$ cat src/rtl/clock_ctrl_pkg.sv
// package for the system clock and oscillator control unit
// assumes a 32-bit avalon-mm slave with word-aligned byte addresses
`default_nettype none
package clock_ctrl_pkg;
    // byte offsets
    localparam logic [7:0] OFF_INT_ENABLE = 8'h00;
    localparam logic [7:0] OFF_INT_DISABLE = 8'h04;
    localparam logic [7:0] OFF_INT_MASK_RD = 8'h08;
    localparam logic [7:0] OFF_INT_STATUS = 8'h0c;
    localparam logic [7:0] OFF_INT_CLEAR = 8'h10;
    localparam logic [7:0] OFF_CLK_STATUS = 8'h14;
    localparam logic [7:0] OFF_LOOP_CONF = 8'h18;
    localparam logic [7:0] OFF_LOOP_STEP = 8'h1c;
    localparam logic [7:0] OFF_REG_CTRL = 8'h20;
    localparam logic [7:0] OFF_GCLK_CTRL = 8'h24;
    localparam logic [7:0] OFF_SLEEP_CTRL = 8'h28;
    localparam logic [7:0] OFF_VER_BROWNOUT = 8'he0;
    localparam logic [7:0] OFF_VER_LOOP = 8'he4;
    localparam logic [7:0] OFF_VER_RC_CALIB = 8'he8;
    localparam logic [7:0] OFF_VER_SLOW_OSC = 8'hec;
    localparam logic [7:0] OFF_VER_REGULATOR = 8'hf0;
    localparam logic [7:0] OFF_VER_FAST_RC = 8'hf4;
    localparam logic [7:0] OFF_VER_TOP = 8'hfc;
    // event bit positions
    localparam int NUM_EVENTS = 6;
    localparam int EV_BROWNOUT = 0;
    localparam int EV_SUPPLY = 1;
    localparam int EV_REG_READY = 2;
    localparam int EV_COARSE_LOCK = 3;
    localparam int EV_FINE_LOCK = 4;
    localparam int EV_OSC_READY = 5;
    // loop configuration fields
    localparam int FINE_W = 9;
    localparam int COARSE_W = 5;
    localparam int STEP_W = 9;
    localparam int CONF_FINE_LSB = 0;
    localparam int CONF_COARSE_LSB = 16;
    localparam int CONF_ENABLE_BIT = 24;
    localparam int CONF_CLOSED_BIT = 25;
    localparam int CONF_DITHER_BIT = 26;
    localparam int REG_DEEP_OFF_BIT = 0;
    localparam int REG_OTHER_LSB = 1;
    localparam int REG_OTHER_W = 7;
    localparam int NUM_GCLK = 4;
    localparam int NUM_SOURCES = 4;
    localparam int GCLK_SRC_W = 2;
    localparam logic [FINE_W-1:0] FINE_OFFSET = 9'h002;
    localparam logic [FINE_W-1:0] FINE_RESET = 9'h000;
    localparam logic [COARSE_W-1:0] COARSE_RESET = 5'h00;
    localparam logic [STEP_W-1:0] STEP_RESET = 9'h004;
    // fine error above which the loop drops fine lock (4 codes, under 1 percent of the 512-code range)
    localparam logic [FINE_W-1:0] FINE_LOCK_WINDOW = 9'h004;
    // version codes: values are arbitrary
    localparam logic [31:0] VER_BROWNOUT = 32'h0000_0a10;
    localparam logic [31:0] VER_LOOP = 32'h0000_0a20;
    localparam logic [31:0] VER_RC_CALIB = 32'h0000_0a30;
    localparam logic [31:0] VER_SLOW_OSC = 32'h0000_0a40;
    localparam logic [31:0] VER_REGULATOR = 32'h0000_0a50;
    localparam logic [31:0] VER_FAST_RC = 32'h0000_0a60;
    localparam logic [31:0] VER_TOP = 32'h0000_0a70;
    localparam logic [31:0] UNMAPPED_VALUE = 32'h0000_0000;
endpackage : clock_ctrl_pkg
`default_nettype wire

$ cat src/rtl/fine_value_adjust.sv
// fine-tune value as the loop dac sees it
// assumes fine_in comes from a register on the same clock
`default_nettype none
module fine_value_adjust (
    input wire logic [clock_ctrl_pkg::FINE_W-1:0] fine_in,
    input wire logic closed_loop_in,
    input wire logic [clock_ctrl_pkg::FINE_W-1:0] track_in,
    output logic [clock_ctrl_pkg::FINE_W-1:0] dac_out
);
    wire logic [clock_ctrl_pkg::FINE_W-1:0] open_value;
    // modulo subtraction, 0/1/2 give 1fe/1ff/0
    assign open_value = fine_in - clock_ctrl_pkg::FINE_OFFSET; // RL3 RL4
    assign dac_out = closed_loop_in ? track_in : open_value;
endmodule : fine_value_adjust
`default_nettype wire

$ cat src/rtl/clock_ctrl.sv
// register interface and loop control of the clock and oscillator unit
// assumes an avalon-mm master on core_clk_in; event and lock pins are asynchronous
`default_nettype none
// Function
// RL1: a write to the interrupt clear register blocks every new interrupt event of that cycle.
// RL2: brown-out, supply, regulator-ready events then are lost, others stay in clock status.
// RL3: in open loop the dac gets the written fine value minus two.
// RL4: the subtraction wraps, so 0, 1 and 2 give 1fe, 1ff and 0.
// RL5: software sets the loop to minimum frequency, coarse zero, before disabling it.
// RL6: the regulator deep-mode-off bit always reads back as zero.
// RL7: below 30 MHz software programs a maximum step of seven or less.
// RL8: software programs a maximum step of at least four to avoid early coarse lock.
// RL9: the dither enable has no effect on the fine-tune output.
// RL10: with dithering off the loop can lose fine lock after getting it.
// RL11: in closed loop software uses a slow reference near 32 kHz.
// RL12: a source feeding an enabled generic clock keeps running in a source-stopping sleep.
// RL13: every sub-unit has a read-only version register with a fixed code.
module clock_ctrl (
    input wire logic core_clk_in,
    input wire logic reset_in,
    input wire logic [7:0] avs_address_in,
    input wire logic avs_read_in,
    input wire logic avs_write_in,
    input wire logic [31:0] avs_writedata_in,
    input wire logic [3:0] avs_byteenable_in,
    input wire logic [clock_ctrl_pkg::NUM_EVENTS-1:0] event_pins_in,
    input wire logic sleep_stop_sources_in,
    output logic [31:0] avs_readdata_out,
    output logic avs_waitrequest_out,
    output logic irq_out,
    output logic [clock_ctrl_pkg::FINE_W-1:0] dac_fine_out,
    output logic [clock_ctrl_pkg::COARSE_W-1:0] dac_coarse_out,
    output logic loop_enable_out,
    output logic regulator_deep_mode_off_out,
    output logic [clock_ctrl_pkg::NUM_SOURCES-1:0] source_run_out
);
    localparam int NE = clock_ctrl_pkg::NUM_EVENTS;
    localparam int FW = clock_ctrl_pkg::FINE_W;
    localparam int CW = clock_ctrl_pkg::COARSE_W;
    localparam int SW = clock_ctrl_pkg::STEP_W;

    typedef enum logic [1:0] {
        BUS_IDLE = 2'b00,
        BUS_ACK = 2'b01
    } bus_state_t;

    bus_state_t bus_state_reg;
    bus_state_t bus_state_next;
    logic [NE-1:0] sync1_reg;
    logic [NE-1:0] sync2_reg;
    logic [NE-1:0] level_prev_reg;
    logic [NE-1:0] int_status_reg;
    logic [NE-1:0] int_mask_reg;
    logic [FW-1:0] fine_tune_value_reg;
    logic [CW-1:0] coarse_reg;
    logic loop_enable_reg;
    logic closed_loop_reg;
    logic dither_enable_reg;
    logic [SW-1:0] loop_max_step_reg;
    logic regulator_deep_mode_off_reg;
    logic [clock_ctrl_pkg::REG_OTHER_W-1:0] reg_other_reg;
    logic [clock_ctrl_pkg::NUM_GCLK-1:0] gclk_enable_reg;
    logic [clock_ctrl_pkg::NUM_GCLK*clock_ctrl_pkg::GCLK_SRC_W-1:0] gclk_src_reg;
    logic [clock_ctrl_pkg::NUM_SOURCES-1:0] source_on_reg;
    logic [FW-1:0] track_reg;
    logic fine_locked_reg;
    logic [31:0] readdata_reg;
    logic irq_reg;
    logic [FW-1:0] dac_fine_reg;
    logic [clock_ctrl_pkg::NUM_SOURCES-1:0] source_run_reg;

    // bus decode; one wait cycle on every access
    wire logic access = (avs_read_in | avs_write_in) && bus_state_reg == BUS_IDLE;
    wire logic wr = access && avs_write_in;
    wire logic be0 = avs_byteenable_in[0];
    wire logic be1 = avs_byteenable_in[1];
    wire logic be2 = avs_byteenable_in[2];
    wire logic be3 = avs_byteenable_in[3];
    wire logic wr_enable = wr && avs_address_in == clock_ctrl_pkg::OFF_INT_ENABLE;
    wire logic wr_disable = wr && avs_address_in == clock_ctrl_pkg::OFF_INT_DISABLE;
    wire logic wr_clear = wr && avs_address_in == clock_ctrl_pkg::OFF_INT_CLEAR;
    wire logic wr_conf = wr && avs_address_in == clock_ctrl_pkg::OFF_LOOP_CONF;
    wire logic wr_step = wr && avs_address_in == clock_ctrl_pkg::OFF_LOOP_STEP;
    wire logic wr_regctl = wr && avs_address_in == clock_ctrl_pkg::OFF_REG_CTRL;
    wire logic wr_gclk = wr && avs_address_in == clock_ctrl_pkg::OFF_GCLK_CTRL;
    wire logic wr_sleep = wr && avs_address_in == clock_ctrl_pkg::OFF_SLEEP_CTRL;

    // raw events: rising edges of the synchronised pins
    wire logic [NE-1:0] event_rise = sync2_reg & ~level_prev_reg;
    // a clear write swallows every event of its cycle
    wire logic [NE-1:0] event_set = wr_clear ? {NE{1'b0}} : event_rise; // RL1 RL2
    wire logic [NE-1:0] clear_bits = wr_clear && be0 ? avs_writedata_in[NE-1:0] : {NE{1'b0}};
    wire logic [NE-1:0] status_next = (int_status_reg & ~clear_bits) | event_set;
    wire logic [NE-1:0] mask_set = wr_enable && be0 ? avs_writedata_in[NE-1:0] : {NE{1'b0}};
    wire logic [NE-1:0] mask_clr = wr_disable && be0 ? avs_writedata_in[NE-1:0] : {NE{1'b0}};
    wire logic [NE-1:0] mask_next = (int_mask_reg | mask_set) & ~mask_clr;
    wire logic irq_next = |(status_next & mask_next);

    // live clock status: fine lock bit follows the loop, rest (coarse lock included) the pins
    wire logic [NE-1:0] clock_status;
    assign clock_status = {sync2_reg[clock_ctrl_pkg::EV_OSC_READY],
        fine_locked_reg, sync2_reg[clock_ctrl_pkg::EV_COARSE_LOCK],
        sync2_reg[clock_ctrl_pkg::EV_REG_READY:0]}; // RL2

    // closed-loop tracking: fine steps toward the written target, capped by max step
    wire logic [FW-1:0] target = fine_tune_value_reg;
    wire logic track_up = track_reg < target;
    wire logic [FW-1:0] track_err = track_up ? target - track_reg : track_reg - target;
    wire logic [FW-1:0] step_cap = loop_max_step_reg[FW-1:0];
    wire logic [FW-1:0] step = track_err > step_cap ? step_cap : track_err;
    wire logic [FW-1:0] track_next = track_up ? track_reg + step : track_reg - step;
    // no dither path: the enable bit is stored only
    wire logic [FW-1:0] dac_value; // RL9
    // fine lock may be dropped again once the error grows, there is no dither to hold it
    wire logic fine_lock_next = closed_loop_reg && loop_enable_reg
        && track_err <= clock_ctrl_pkg::FINE_LOCK_WINDOW; // RL10

    fine_value_adjust u_fine (
        .fine_in(fine_tune_value_reg),
        .closed_loop_in(closed_loop_reg),
        .track_in(track_reg),
        .dac_out(dac_value)
    );

    // sources needed by enabled generic clocks
    wire logic [clock_ctrl_pkg::NUM_SOURCES-1:0] gclk_need;
    genvar s;
    generate
        for (s = 0; s < clock_ctrl_pkg::NUM_SOURCES; s = s + 1) begin : g_need
            wire logic [clock_ctrl_pkg::NUM_GCLK-1:0] hit;
            genvar g;
            for (g = 0; g < clock_ctrl_pkg::NUM_GCLK; g = g + 1) begin : g_hit
                assign hit[g] = gclk_enable_reg[g] && gclk_src_reg[g*clock_ctrl_pkg::GCLK_SRC_W
                    +: clock_ctrl_pkg::GCLK_SRC_W] == clock_ctrl_pkg::GCLK_SRC_W'(s);
            end
            assign gclk_need[s] = |hit;
        end
    endgenerate
    // a needed source survives a source-stopping sleep
    wire logic [clock_ctrl_pkg::NUM_SOURCES-1:0] run_next = source_on_reg
        & (sleep_stop_sources_in ? gclk_need : {clock_ctrl_pkg::NUM_SOURCES{1'b1}}); // RL12

    // read mux
    wire logic [31:0] conf_word = {5'h00, dither_enable_reg, closed_loop_reg, loop_enable_reg,
        {(8-CW){1'b0}}, coarse_reg, {(16-FW){1'b0}}, fine_tune_value_reg};
    // deep-mode-off bit is not readable
    wire logic [31:0] regctl_word = {24'h000000, reg_other_reg, 1'b0}; // RL6
    logic [31:0] read_mux;
    always_comb begin
        unique case (avs_address_in)
            clock_ctrl_pkg::OFF_INT_MASK_RD: read_mux = {{(32-NE){1'b0}}, int_mask_reg};
            clock_ctrl_pkg::OFF_INT_STATUS: read_mux = {{(32-NE){1'b0}}, int_status_reg};
            clock_ctrl_pkg::OFF_CLK_STATUS: read_mux = {{(32-NE){1'b0}}, clock_status};
            clock_ctrl_pkg::OFF_LOOP_CONF: read_mux = conf_word;
            clock_ctrl_pkg::OFF_LOOP_STEP: read_mux = {{(32-SW){1'b0}}, loop_max_step_reg};
            clock_ctrl_pkg::OFF_REG_CTRL: read_mux = regctl_word;
            clock_ctrl_pkg::OFF_GCLK_CTRL: read_mux = {20'h00000, gclk_src_reg, gclk_enable_reg};
            clock_ctrl_pkg::OFF_SLEEP_CTRL: read_mux = {28'h0000000, source_on_reg};
            clock_ctrl_pkg::OFF_VER_BROWNOUT: read_mux = clock_ctrl_pkg::VER_BROWNOUT; // RL13
            clock_ctrl_pkg::OFF_VER_LOOP: read_mux = clock_ctrl_pkg::VER_LOOP; // RL13
            clock_ctrl_pkg::OFF_VER_RC_CALIB: read_mux = clock_ctrl_pkg::VER_RC_CALIB; // RL13
            clock_ctrl_pkg::OFF_VER_SLOW_OSC: read_mux = clock_ctrl_pkg::VER_SLOW_OSC; // RL13
            clock_ctrl_pkg::OFF_VER_REGULATOR: read_mux = clock_ctrl_pkg::VER_REGULATOR; // RL13
            clock_ctrl_pkg::OFF_VER_FAST_RC: read_mux = clock_ctrl_pkg::VER_FAST_RC; // RL13
            clock_ctrl_pkg::OFF_VER_TOP: read_mux = clock_ctrl_pkg::VER_TOP; // RL13
            default: read_mux = clock_ctrl_pkg::UNMAPPED_VALUE;
        endcase
    end

    always_comb begin
        unique case (bus_state_reg)
            BUS_IDLE: bus_state_next = access ? BUS_ACK : BUS_IDLE;
            BUS_ACK: bus_state_next = BUS_IDLE;
            default: bus_state_next = BUS_IDLE;
        endcase
    end

    always_ff @(posedge core_clk_in) begin
        if (reset_in) begin
            sync1_reg <= '0;
            sync2_reg <= '0;
            level_prev_reg <= '0;
        end else begin
            sync1_reg <= event_pins_in;
            sync2_reg <= sync1_reg;
            level_prev_reg <= sync2_reg;
        end
    end

    always_ff @(posedge core_clk_in) begin
        if (reset_in) begin
            bus_state_reg <= BUS_IDLE;
            avs_waitrequest_out <= 1'b1;
            readdata_reg <= 32'h0000_0000;
            int_status_reg <= '0;
            int_mask_reg <= '0;
            irq_reg <= 1'b0;
        end else begin
            bus_state_reg <= bus_state_next;
            avs_waitrequest_out <= ~access;
            if (access) begin
                readdata_reg <= avs_read_in ? read_mux : 32'h0000_0000;
            end
            int_status_reg <= status_next;
            int_mask_reg <= mask_next;
            irq_reg <= irq_next;
        end
    end

    always_ff @(posedge core_clk_in) begin
        if (reset_in) begin
            fine_tune_value_reg <= clock_ctrl_pkg::FINE_RESET;
            coarse_reg <= clock_ctrl_pkg::COARSE_RESET;
            loop_enable_reg <= 1'b0;
            closed_loop_reg <= 1'b0;
            dither_enable_reg <= 1'b0;
        end else if (wr_conf) begin
            if (be0) fine_tune_value_reg[7:0] <= avs_writedata_in[7:0];
            if (be1) fine_tune_value_reg[FW-1:8] <= avs_writedata_in[FW-1:8];
            if (be2) coarse_reg <= avs_writedata_in[clock_ctrl_pkg::CONF_COARSE_LSB +: CW];
            if (be3) begin
                loop_enable_reg <= avs_writedata_in[clock_ctrl_pkg::CONF_ENABLE_BIT];
                closed_loop_reg <= avs_writedata_in[clock_ctrl_pkg::CONF_CLOSED_BIT];
                dither_enable_reg <= avs_writedata_in[clock_ctrl_pkg::CONF_DITHER_BIT];
            end
        end
    end

    always_ff @(posedge core_clk_in) begin
        if (reset_in) begin
            loop_max_step_reg <= clock_ctrl_pkg::STEP_RESET;
            regulator_deep_mode_off_reg <= 1'b0;
            reg_other_reg <= '0;
            gclk_enable_reg <= '0;
            gclk_src_reg <= '0;
            source_on_reg <= '0;
        end else begin
            if (wr_step && be0) loop_max_step_reg[7:0] <= avs_writedata_in[7:0];
            if (wr_step && be1) loop_max_step_reg[SW-1:8] <= avs_writedata_in[SW-1:8];
            if (wr_regctl && be0) begin
                regulator_deep_mode_off_reg <= avs_writedata_in[clock_ctrl_pkg::REG_DEEP_OFF_BIT];
                reg_other_reg <= avs_writedata_in[clock_ctrl_pkg::REG_OTHER_LSB +:
                    clock_ctrl_pkg::REG_OTHER_W];
            end
            if (wr_gclk && be0) gclk_enable_reg <= avs_writedata_in[clock_ctrl_pkg::NUM_GCLK-1:0];
            if (wr_gclk && be0) gclk_src_reg[3:0] <= avs_writedata_in[7:4];
            if (wr_gclk && be1) gclk_src_reg[7:4] <= avs_writedata_in[11:8];
            if (wr_sleep && be0) begin
                source_on_reg <= avs_writedata_in[clock_ctrl_pkg::NUM_SOURCES-1:0];
            end
        end
    end

    always_ff @(posedge core_clk_in) begin
        if (reset_in) begin
            track_reg <= clock_ctrl_pkg::FINE_RESET;
            fine_locked_reg <= 1'b0;
            dac_fine_reg <= clock_ctrl_pkg::FINE_RESET;
            source_run_reg <= '0;
        end else begin
            track_reg <= (loop_enable_reg && closed_loop_reg) ? track_next : track_reg;
            fine_locked_reg <= fine_lock_next; // RL10
            dac_fine_reg <= dac_value; // RL3
            source_run_reg <= run_next;
        end
    end

    assign avs_readdata_out = readdata_reg;
    assign irq_out = irq_reg;
    assign dac_fine_out = dac_fine_reg;
    assign dac_coarse_out = coarse_reg;
    assign loop_enable_out = loop_enable_reg;
    assign regulator_deep_mode_off_out = regulator_deep_mode_off_reg;
    assign source_run_out = source_run_reg;
endmodule : clock_ctrl
`default_nettype wire

$ cat config.mk
export PLATFORM = sky130hd
export DESIGN_NAME = clock_ctrl
export DESIGN_NICKNAME = d
export VERILOG_FILES = /design/src/rtl/clock_ctrl_pkg.sv /design/src/rtl/fine_value_adjust.sv /design/src/rtl/clock_ctrl.sv
export SDC_FILE = /design/constraint.sdc
export NUM_CORES = 1
export LEC_CHECK = 0
export ABC_AREA = 0
export BUFFER_PORTS_ARGS = -buffer_cell sky130_fd_sc_hd__buf_4
export CORE_UTILIZATION = 52
export DETAILED_ROUTE_END_ITERATION = 10
export PLACE_DENSITY = 0.77
export SYNTH_ARGS = -nofsm -noshare
export SYNTH_HDL_FRONTEND = slang
export SYNTH_SLANG_ARGS = --single-unit
$ cat constraint.sdc
create_clock -name core_clk_in -period 5.5 [get_ports core_clk_in]
set_input_delay 0.55 -clock core_clk_in [delete_from_list [all_inputs] [get_ports core_clk_in]]
set_output_delay 0.55 -clock core_clk_in [all_outputs]
set_load 0.01 [all_outputs]
## Word-level counts from Yosys, hierarchy flattened

Index checks and enable logic that the tools add are counted.

- Output and inout bits: 54
- Word-level logic and storage cells: 142
- Register bits: 139
- Input bits: 55

- Multiplexer cells: 12
- Bitwise logic cells: 13
- Equal/unequal tests: 29
- Magnitude comparators: 3
- Reduce and logical (&&, ||, !) cells: 53
- Add/sub/neg operators: 5

Operators by type and width:

| cell | count |
|---|---|
| case mux 27 bit (15 select lines) | 1 |
| == test 8 bit (second input constant) | 7 |
| logical AND 1 bit | 37 |
| 2-to-1 mux 9 bit | 4 |
| == test 8 x 5 -> 1 bit (second input constant) | 4 |
| 2-to-1 mux 32 bit | 1 |
| subtractor 9 bit | 3 |
| bitwise AND 6 bit | 4 |
| == test 8 x 6 -> 1 bit (second input constant) | 3 |
| 2-to-1 mux 6 bit | 4 |
| inverter 6 bit | 3 |
| == test 2 bit (second input constant) | 8 |
| == test 8 x 4 -> 1 bit (second input constant) | 2 |
| OR reduction 4 bit | 4 |
| bitwise OR 6 bit | 2 |
| logical NOT 2 bit | 5 |
| adder 9 bit | 1 |
| > comparator 9 bit | 1 |
| less-or-equal comparator 9 x 3 -> 1 bit (second input constant) | 1 |
| less-than comparator 9 bit | 1 |
| subtractor 9 x 2 -> 9 bit (second input constant) | 1 |
| == test 2 x 1 -> 1 bit (second input constant) | 4 |
| == test 8 x 3 -> 1 bit (second input constant) | 1 |
| logical NOT 8 bit | 1 |
| other kinds (8) | 12 |

## Depth between registers and ports, before layout

- Depth in word-level cells: 11
- Depth in mapped cells: 32
- Mapped depth without buffers: 31

## Hierarchy

Synthesis repeated with hierarchy kept, for this count alone.

- Cell total of the unflattened synthesis: 849
- Area total of the unflattened synthesis: 6946.7 sq um

By module, submodules not included:

| module | cells each | area an instance (sq um) | instances |
|---|---|---|---|
| clock_ctrl | 808 | 6697.7 | 1 |
| fine_value_adjust | 41 | 249.0 | 1 |

## Worst setup path before layout

No wires, ideal clock.

- Path type: reg-to-reg
- Start: reg fine_tune_value_reg[4]
- End: reg track_reg[8]
- Data required time: 5.430 ns
- Cell stages (with the launch flop): 31
- Buffers on the path: 2
- Library setup time: 0.070 ns
- Setup slack: -0.507 ns
- Arrival time: 5.936 ns
- Path through: dfxtp_1 inv_1 ha_1 buf_6 a21o_1 a31oi_4 a21o_1 nand2_1 a211oi_1 ha_1 a21o_1 a21o_1 a22oi_1 a22o_1 clkbuf_1 nor2_1 a21oi_1 ha_1 inv_1 a211oi_1 o22ai_1 nand2_1 xor2_1 ha_1 a21o_1 a21o_1 a31o_2 xnor2_1 xnor2_1 or3_1 a21oi_1

- Cells in the longest elaborated chain, start to end: 6

Ends and longest elaborated chain:

| item | line | source |
|---|---|---|
| start: declaration | clock_ctrl.sv:54 | `logic [FW-1:0] fine_tune_value_reg;` |
| start signal: assignment | clock_ctrl.sv:212 | `fine_tune_value_reg <= clock_ctrl_pkg::FINE_RESET;` |
| start signal: assignment | clock_ctrl.sv:218 | `if (be0) fine_tune_value_reg[7:0] <= avs_writedata_in[7:0];` |
| start signal: indexed assignment | clock_ctrl.sv:219 | `if (be1) fine_tune_value_reg[FW-1:8] <= avs_writedata_in[FW-1:8];` |
| subtractor 9 bit / less-than comparator 9 bit (equally long branches) | clock_ctrl.sv:108, clock_ctrl.sv:107 |  |
| 2-to-1 mux 9 bit | clock_ctrl.sv:108 | `wire logic [FW-1:0] track_err = track_up ? target - track_reg : track_reg - target;` |
| > comparator 9 bit | clock_ctrl.sv:110 | `wire logic [FW-1:0] step = track_err > step_cap ? step_cap : track_err;` |
| 2-to-1 mux 9 bit | clock_ctrl.sv:110 |  |
| subtractor 9 bit / adder 9 bit (equally long branches) | clock_ctrl.sv:111 | `wire logic [FW-1:0] track_next = track_up ? track_reg + step : track_reg - step;` |
| 2-to-1 mux 9 bit (*) | clock_ctrl.sv:111 |  |
| end signal: assignment | clock_ctrl.sv:256 | `track_reg <= clock_ctrl_pkg::FINE_RESET;` |
| end signal: assignment | clock_ctrl.sv:261 | `track_reg <= (loop_enable_reg && closed_loop_reg) ? track_next : track_reg;` |
| end: declaration | clock_ctrl.sv:65 | `logic [FW-1:0] track_reg;` |

Every way passes the cells marked *; elsewhere a longest branch is shown, timed or not.
A chain may end at the register's enable or synchronous reset.

## Final worst setup path

- Start: reg fine_tune_value_reg[0]
- End: reg track_reg[8]

Same word-level chain as after synthesis.

==> summary.txt <==
Outcome
  • Status: finished, violations left
  • Failing checks: setup timing

Clock tree
  • CTS root buf: clkbuf_16
  • CTS H-tree lvls: 4
  • Reg clk slew, reported paths: 60 ps
  • Num CTS Buffers: 17
  • Hold Buf Count CTS: 0
  • CTS tree: yes
  • Clk Latency, worst-skew pair: ~420 ps
  • Clk buf depth: 2
  • CTS Sinks: between 100 and 150

Floorplanning
  • Die H: 117 um
  • DIE AREA: ~14,000 um^2
  • Starting density of the core: a little over half
  • Row count: slightly above 40
  • I/O pins: between 100 and 150
  • Die Wd: about 120 um
  • Area of the core: roughly 13,000 um^2

Setup path
  • FF-to-FF Start: fine_tune_value_reg[0]
  • Slowest-stage cell, CP: or3_1
  • Critical path peak fanout: 6
  • Crit path largest cell delay: about 400 ps
  • Critical Path AT: between 6000 and 7000 ps
  • CP Data Required Time: approximately 6000 ps
  • Crit path buf inv count: 3
  • WS Path Type: flip-flop to flip-flop
  • Most frequent cell on the critical path: ha_4
  • Crit path from: fine_tune_value_reg[0]
  • Delay-heaviest family, CP: compound AO/OA/AOI/OAI gates
  • CP endpoint kind: flip-flop
  • Setup crit start kind: flip-flop

Final layout
  • Most frequent cells in the layout: 197 x buf_4, 121 x dfxtp_1, 102 x nor2_1
  • Number of diodes: 0
  • Final core utilization: between 70% and 80%
  • Commonest non-fill, non-tap cell in the layout: buf_4
  • Layout cells sized above 1: between 30% and 40%
  • Net count, final: between 1,000 and 1,500
  • Number of flip-flops in the largest register: 20
  • P&R area growth vs syn: 37.5%

STA
  • Worst slew margin: ~36%
  • Final Setup Violations: 5
  • Skew final: between 9 and 10 ps
  • Worst slew pin tran: roughly 960 ps
  • Final worst path period share: 107%
  • Hold_ws: 338 ps
  • Max Clock Freq: around 170 MHz
  • TNS Setup: -1180 ps
  • Worst setup margin: -388 ps
  • Final hold violation count: 0
  • Period minus WS final: ~5900 ps
  • RSZ-0062 raised after global routing: true
  • Final Slew Violations: 0

Logic synthesis
  • Syn Inst Count: 847
  • Synth Area in Compound Gates: roughly 22%
  • Distinct cells, synth: 67
  • Syn_area_per_cell: approximately 8 um^2
  • Synth Flop Type: dfxtp_1
  • Synth warn: 0
  • Largest family of logic cells by synthesized area: compound AO/OA/AOI/OAI gates
  • Adder and majority cell fraction of the synthesized area: roughly 7.4%
  • Mux cell area share after synthesis: ~3.6%
  • Dominant cell type by area after synthesis: dfxtp_1
  • Mapped cell area: ~7000 um^2
  • Number of flops mapped to enable cells by yosys: 0
  • Post-synthesis sequential area ratio: ~37%
  • Synth Area in XOR/XNOR: 2.55%
  • Synth area leaders: dfxtp_1 37%, ha_1 6.6%, nor2_1 5.8%
  • Post-synthesis async set-or-reset flop share: 0%
  • Seq cells post-synth: roughly 130
  • Synth top area share: between 30% and 40%
  • Post-synthesis simple-gate area fraction: around 21%

Routing
  • Vias: ~7,000
  • Pre-antenna DRT Iters: 6
  • DRT iter0 DRCs: between 600 and 700
  • WL/cell: 17.6 um
  • DRT antenna net count: 0
  • Final wirelength: around 21,000 um
  • Detailed-route DRC error count: 0
  • Via density per instance: ~5.8

Global routing
  • Initial antenna violation count: 0
  • Vias in the first global route: 6,660
  • Global-route usage over all layers: around a third
  • Global-route wire length before repair: ~33,000 um
  • Largest net degree at the start of global routing: between 80 and 90
  • Gr ovfl total: 0

Power
  • Pwr/cell area: approximately 240 nW/um^2
  • Peak supply drop: 0.249 mV
  • Leakage: roughly 4 nW

Run
  • Maxcap violations: 0

Worst hold path
  • HP Class: input pin to flip-flop
  • Hold_sp: event_pins_in[1]

Placed design
  • Placer congestion estimate: ~0.94
  • IO buf count: 84
  • DP HPWL: approximately 14,000 um
==> cells by family (layout without fill, tap and decap cells) <==
logic type / after synthesis / in the layout
compound gates: 218 / 218
xor+xnor: 20 / 20
fa+ha+maj: 39 / 39
buf+inv: 98 / 277
flops: 126 / 126
mux: 25 / 25
other cells: 1 / 12
simple gates: 320 / 320
==> routing by layer <==
metal  up-vias  track usage, %  share of wire [%]
met1      3279            38.2                 40
met3        74            7.36                7.3
met5         -               0                  0
met2       341            52.0                 48
met4         0            17.0                4.7
li1       3338               -                  -
==> cells in the mapped netlist, drive strengths merged (2+ instances only) <==
| library cell | number |
|---|---|
| clkbuf | 37 |
| nand2 | 82 |
| nand2b | 3 |
| nor3 | 18 |
| xor2 | 5 |
| nand3 | 44 |
| and2b | 2 |
| nor2b | 27 |
| a221oi | 5 |
| nand4 | 6 |
| ha | 36 |
| a211oi | 15 |
| a22oi | 31 |
| nor3b | 5 |
| a31oi | 8 |
| a21oi | 66 |
| or2 | 5 |
| dfxtp | 126 |
| nor4 | 4 |
| o21bai | 2 |
| a211o | 2 |
| o31ai | 2 |
| a311oi | 2 |
| and3 | 7 |
| a32oi | 7 |
| and2 | 5 |
| or3 | 2 |
| nor2 | 106 |
| o211ai | 4 |
| a22o | 4 |
| mux2i | 25 |
| xnor2 | 15 |
| fa | 3 |
| buf | 17 |
| o21a | 5 |
| o21ai | 22 |
| inv | 44 |
| a31o | 2 |
| o22ai | 8 |
| a21o | 18 |
| a222oi | 4 |
==> path summary, 6_finish.rpt <==
check                       to  slack, ps  cells after the start
hold reg to reg   sync2_reg[4]        440                      1
setup / recovery  track_reg[8]       -390                     32
setup reg to reg  track_reg[8]       -390                     32
hold / removal    sync1_reg[1]        340                      2
==> per-stage QoR <==
stage | power [mW] | setup slack, ps | cells | cell area, um^2
detailed placement | 1.12 | -446 | 1158 | 8410
CTS | 2.29 | -317 | 1202 | 9220
global placement | 1.11 | -237 | 1158 | 8410
floorplan | 1.05 | 4.63 | 858 | 7100
global route | 2.37 | -599 | 1209 | 9440
finish | 2.29 | -388 | 1209 | 9440
==> what timing repair did <==
item | 4_1_cts | 5_1_grt
resized for setup | 24 | 39
pin swaps | 31 | 47
endpoints found under the setup margin | 4 | 6
setup buffers | 12 | 7
gates cloned | 0 | 0
==> cell type report <==
type / instances / area (um^2)
clock inverters: 14 / 171
well taps: 172 / 215
inverters: 44 / 168
clock buffers: 18 / 439
multi-input cells: 634 / 4380
flip-flops and latches: 126 / 2540
fillers: 926 / 3280
repair buffers: 201 / 1530
==> where the power goes <==
group	leakage (nW)	total (mW)	switching [mW]	internal, mW
logic	2.69	0.199	0.102	0.0969
registers	1.03	0.929	0.00587	0.923
clock network	0.298	1.17	0.469	0.698
Note: power is estimated with default switching activity, not from simulation.
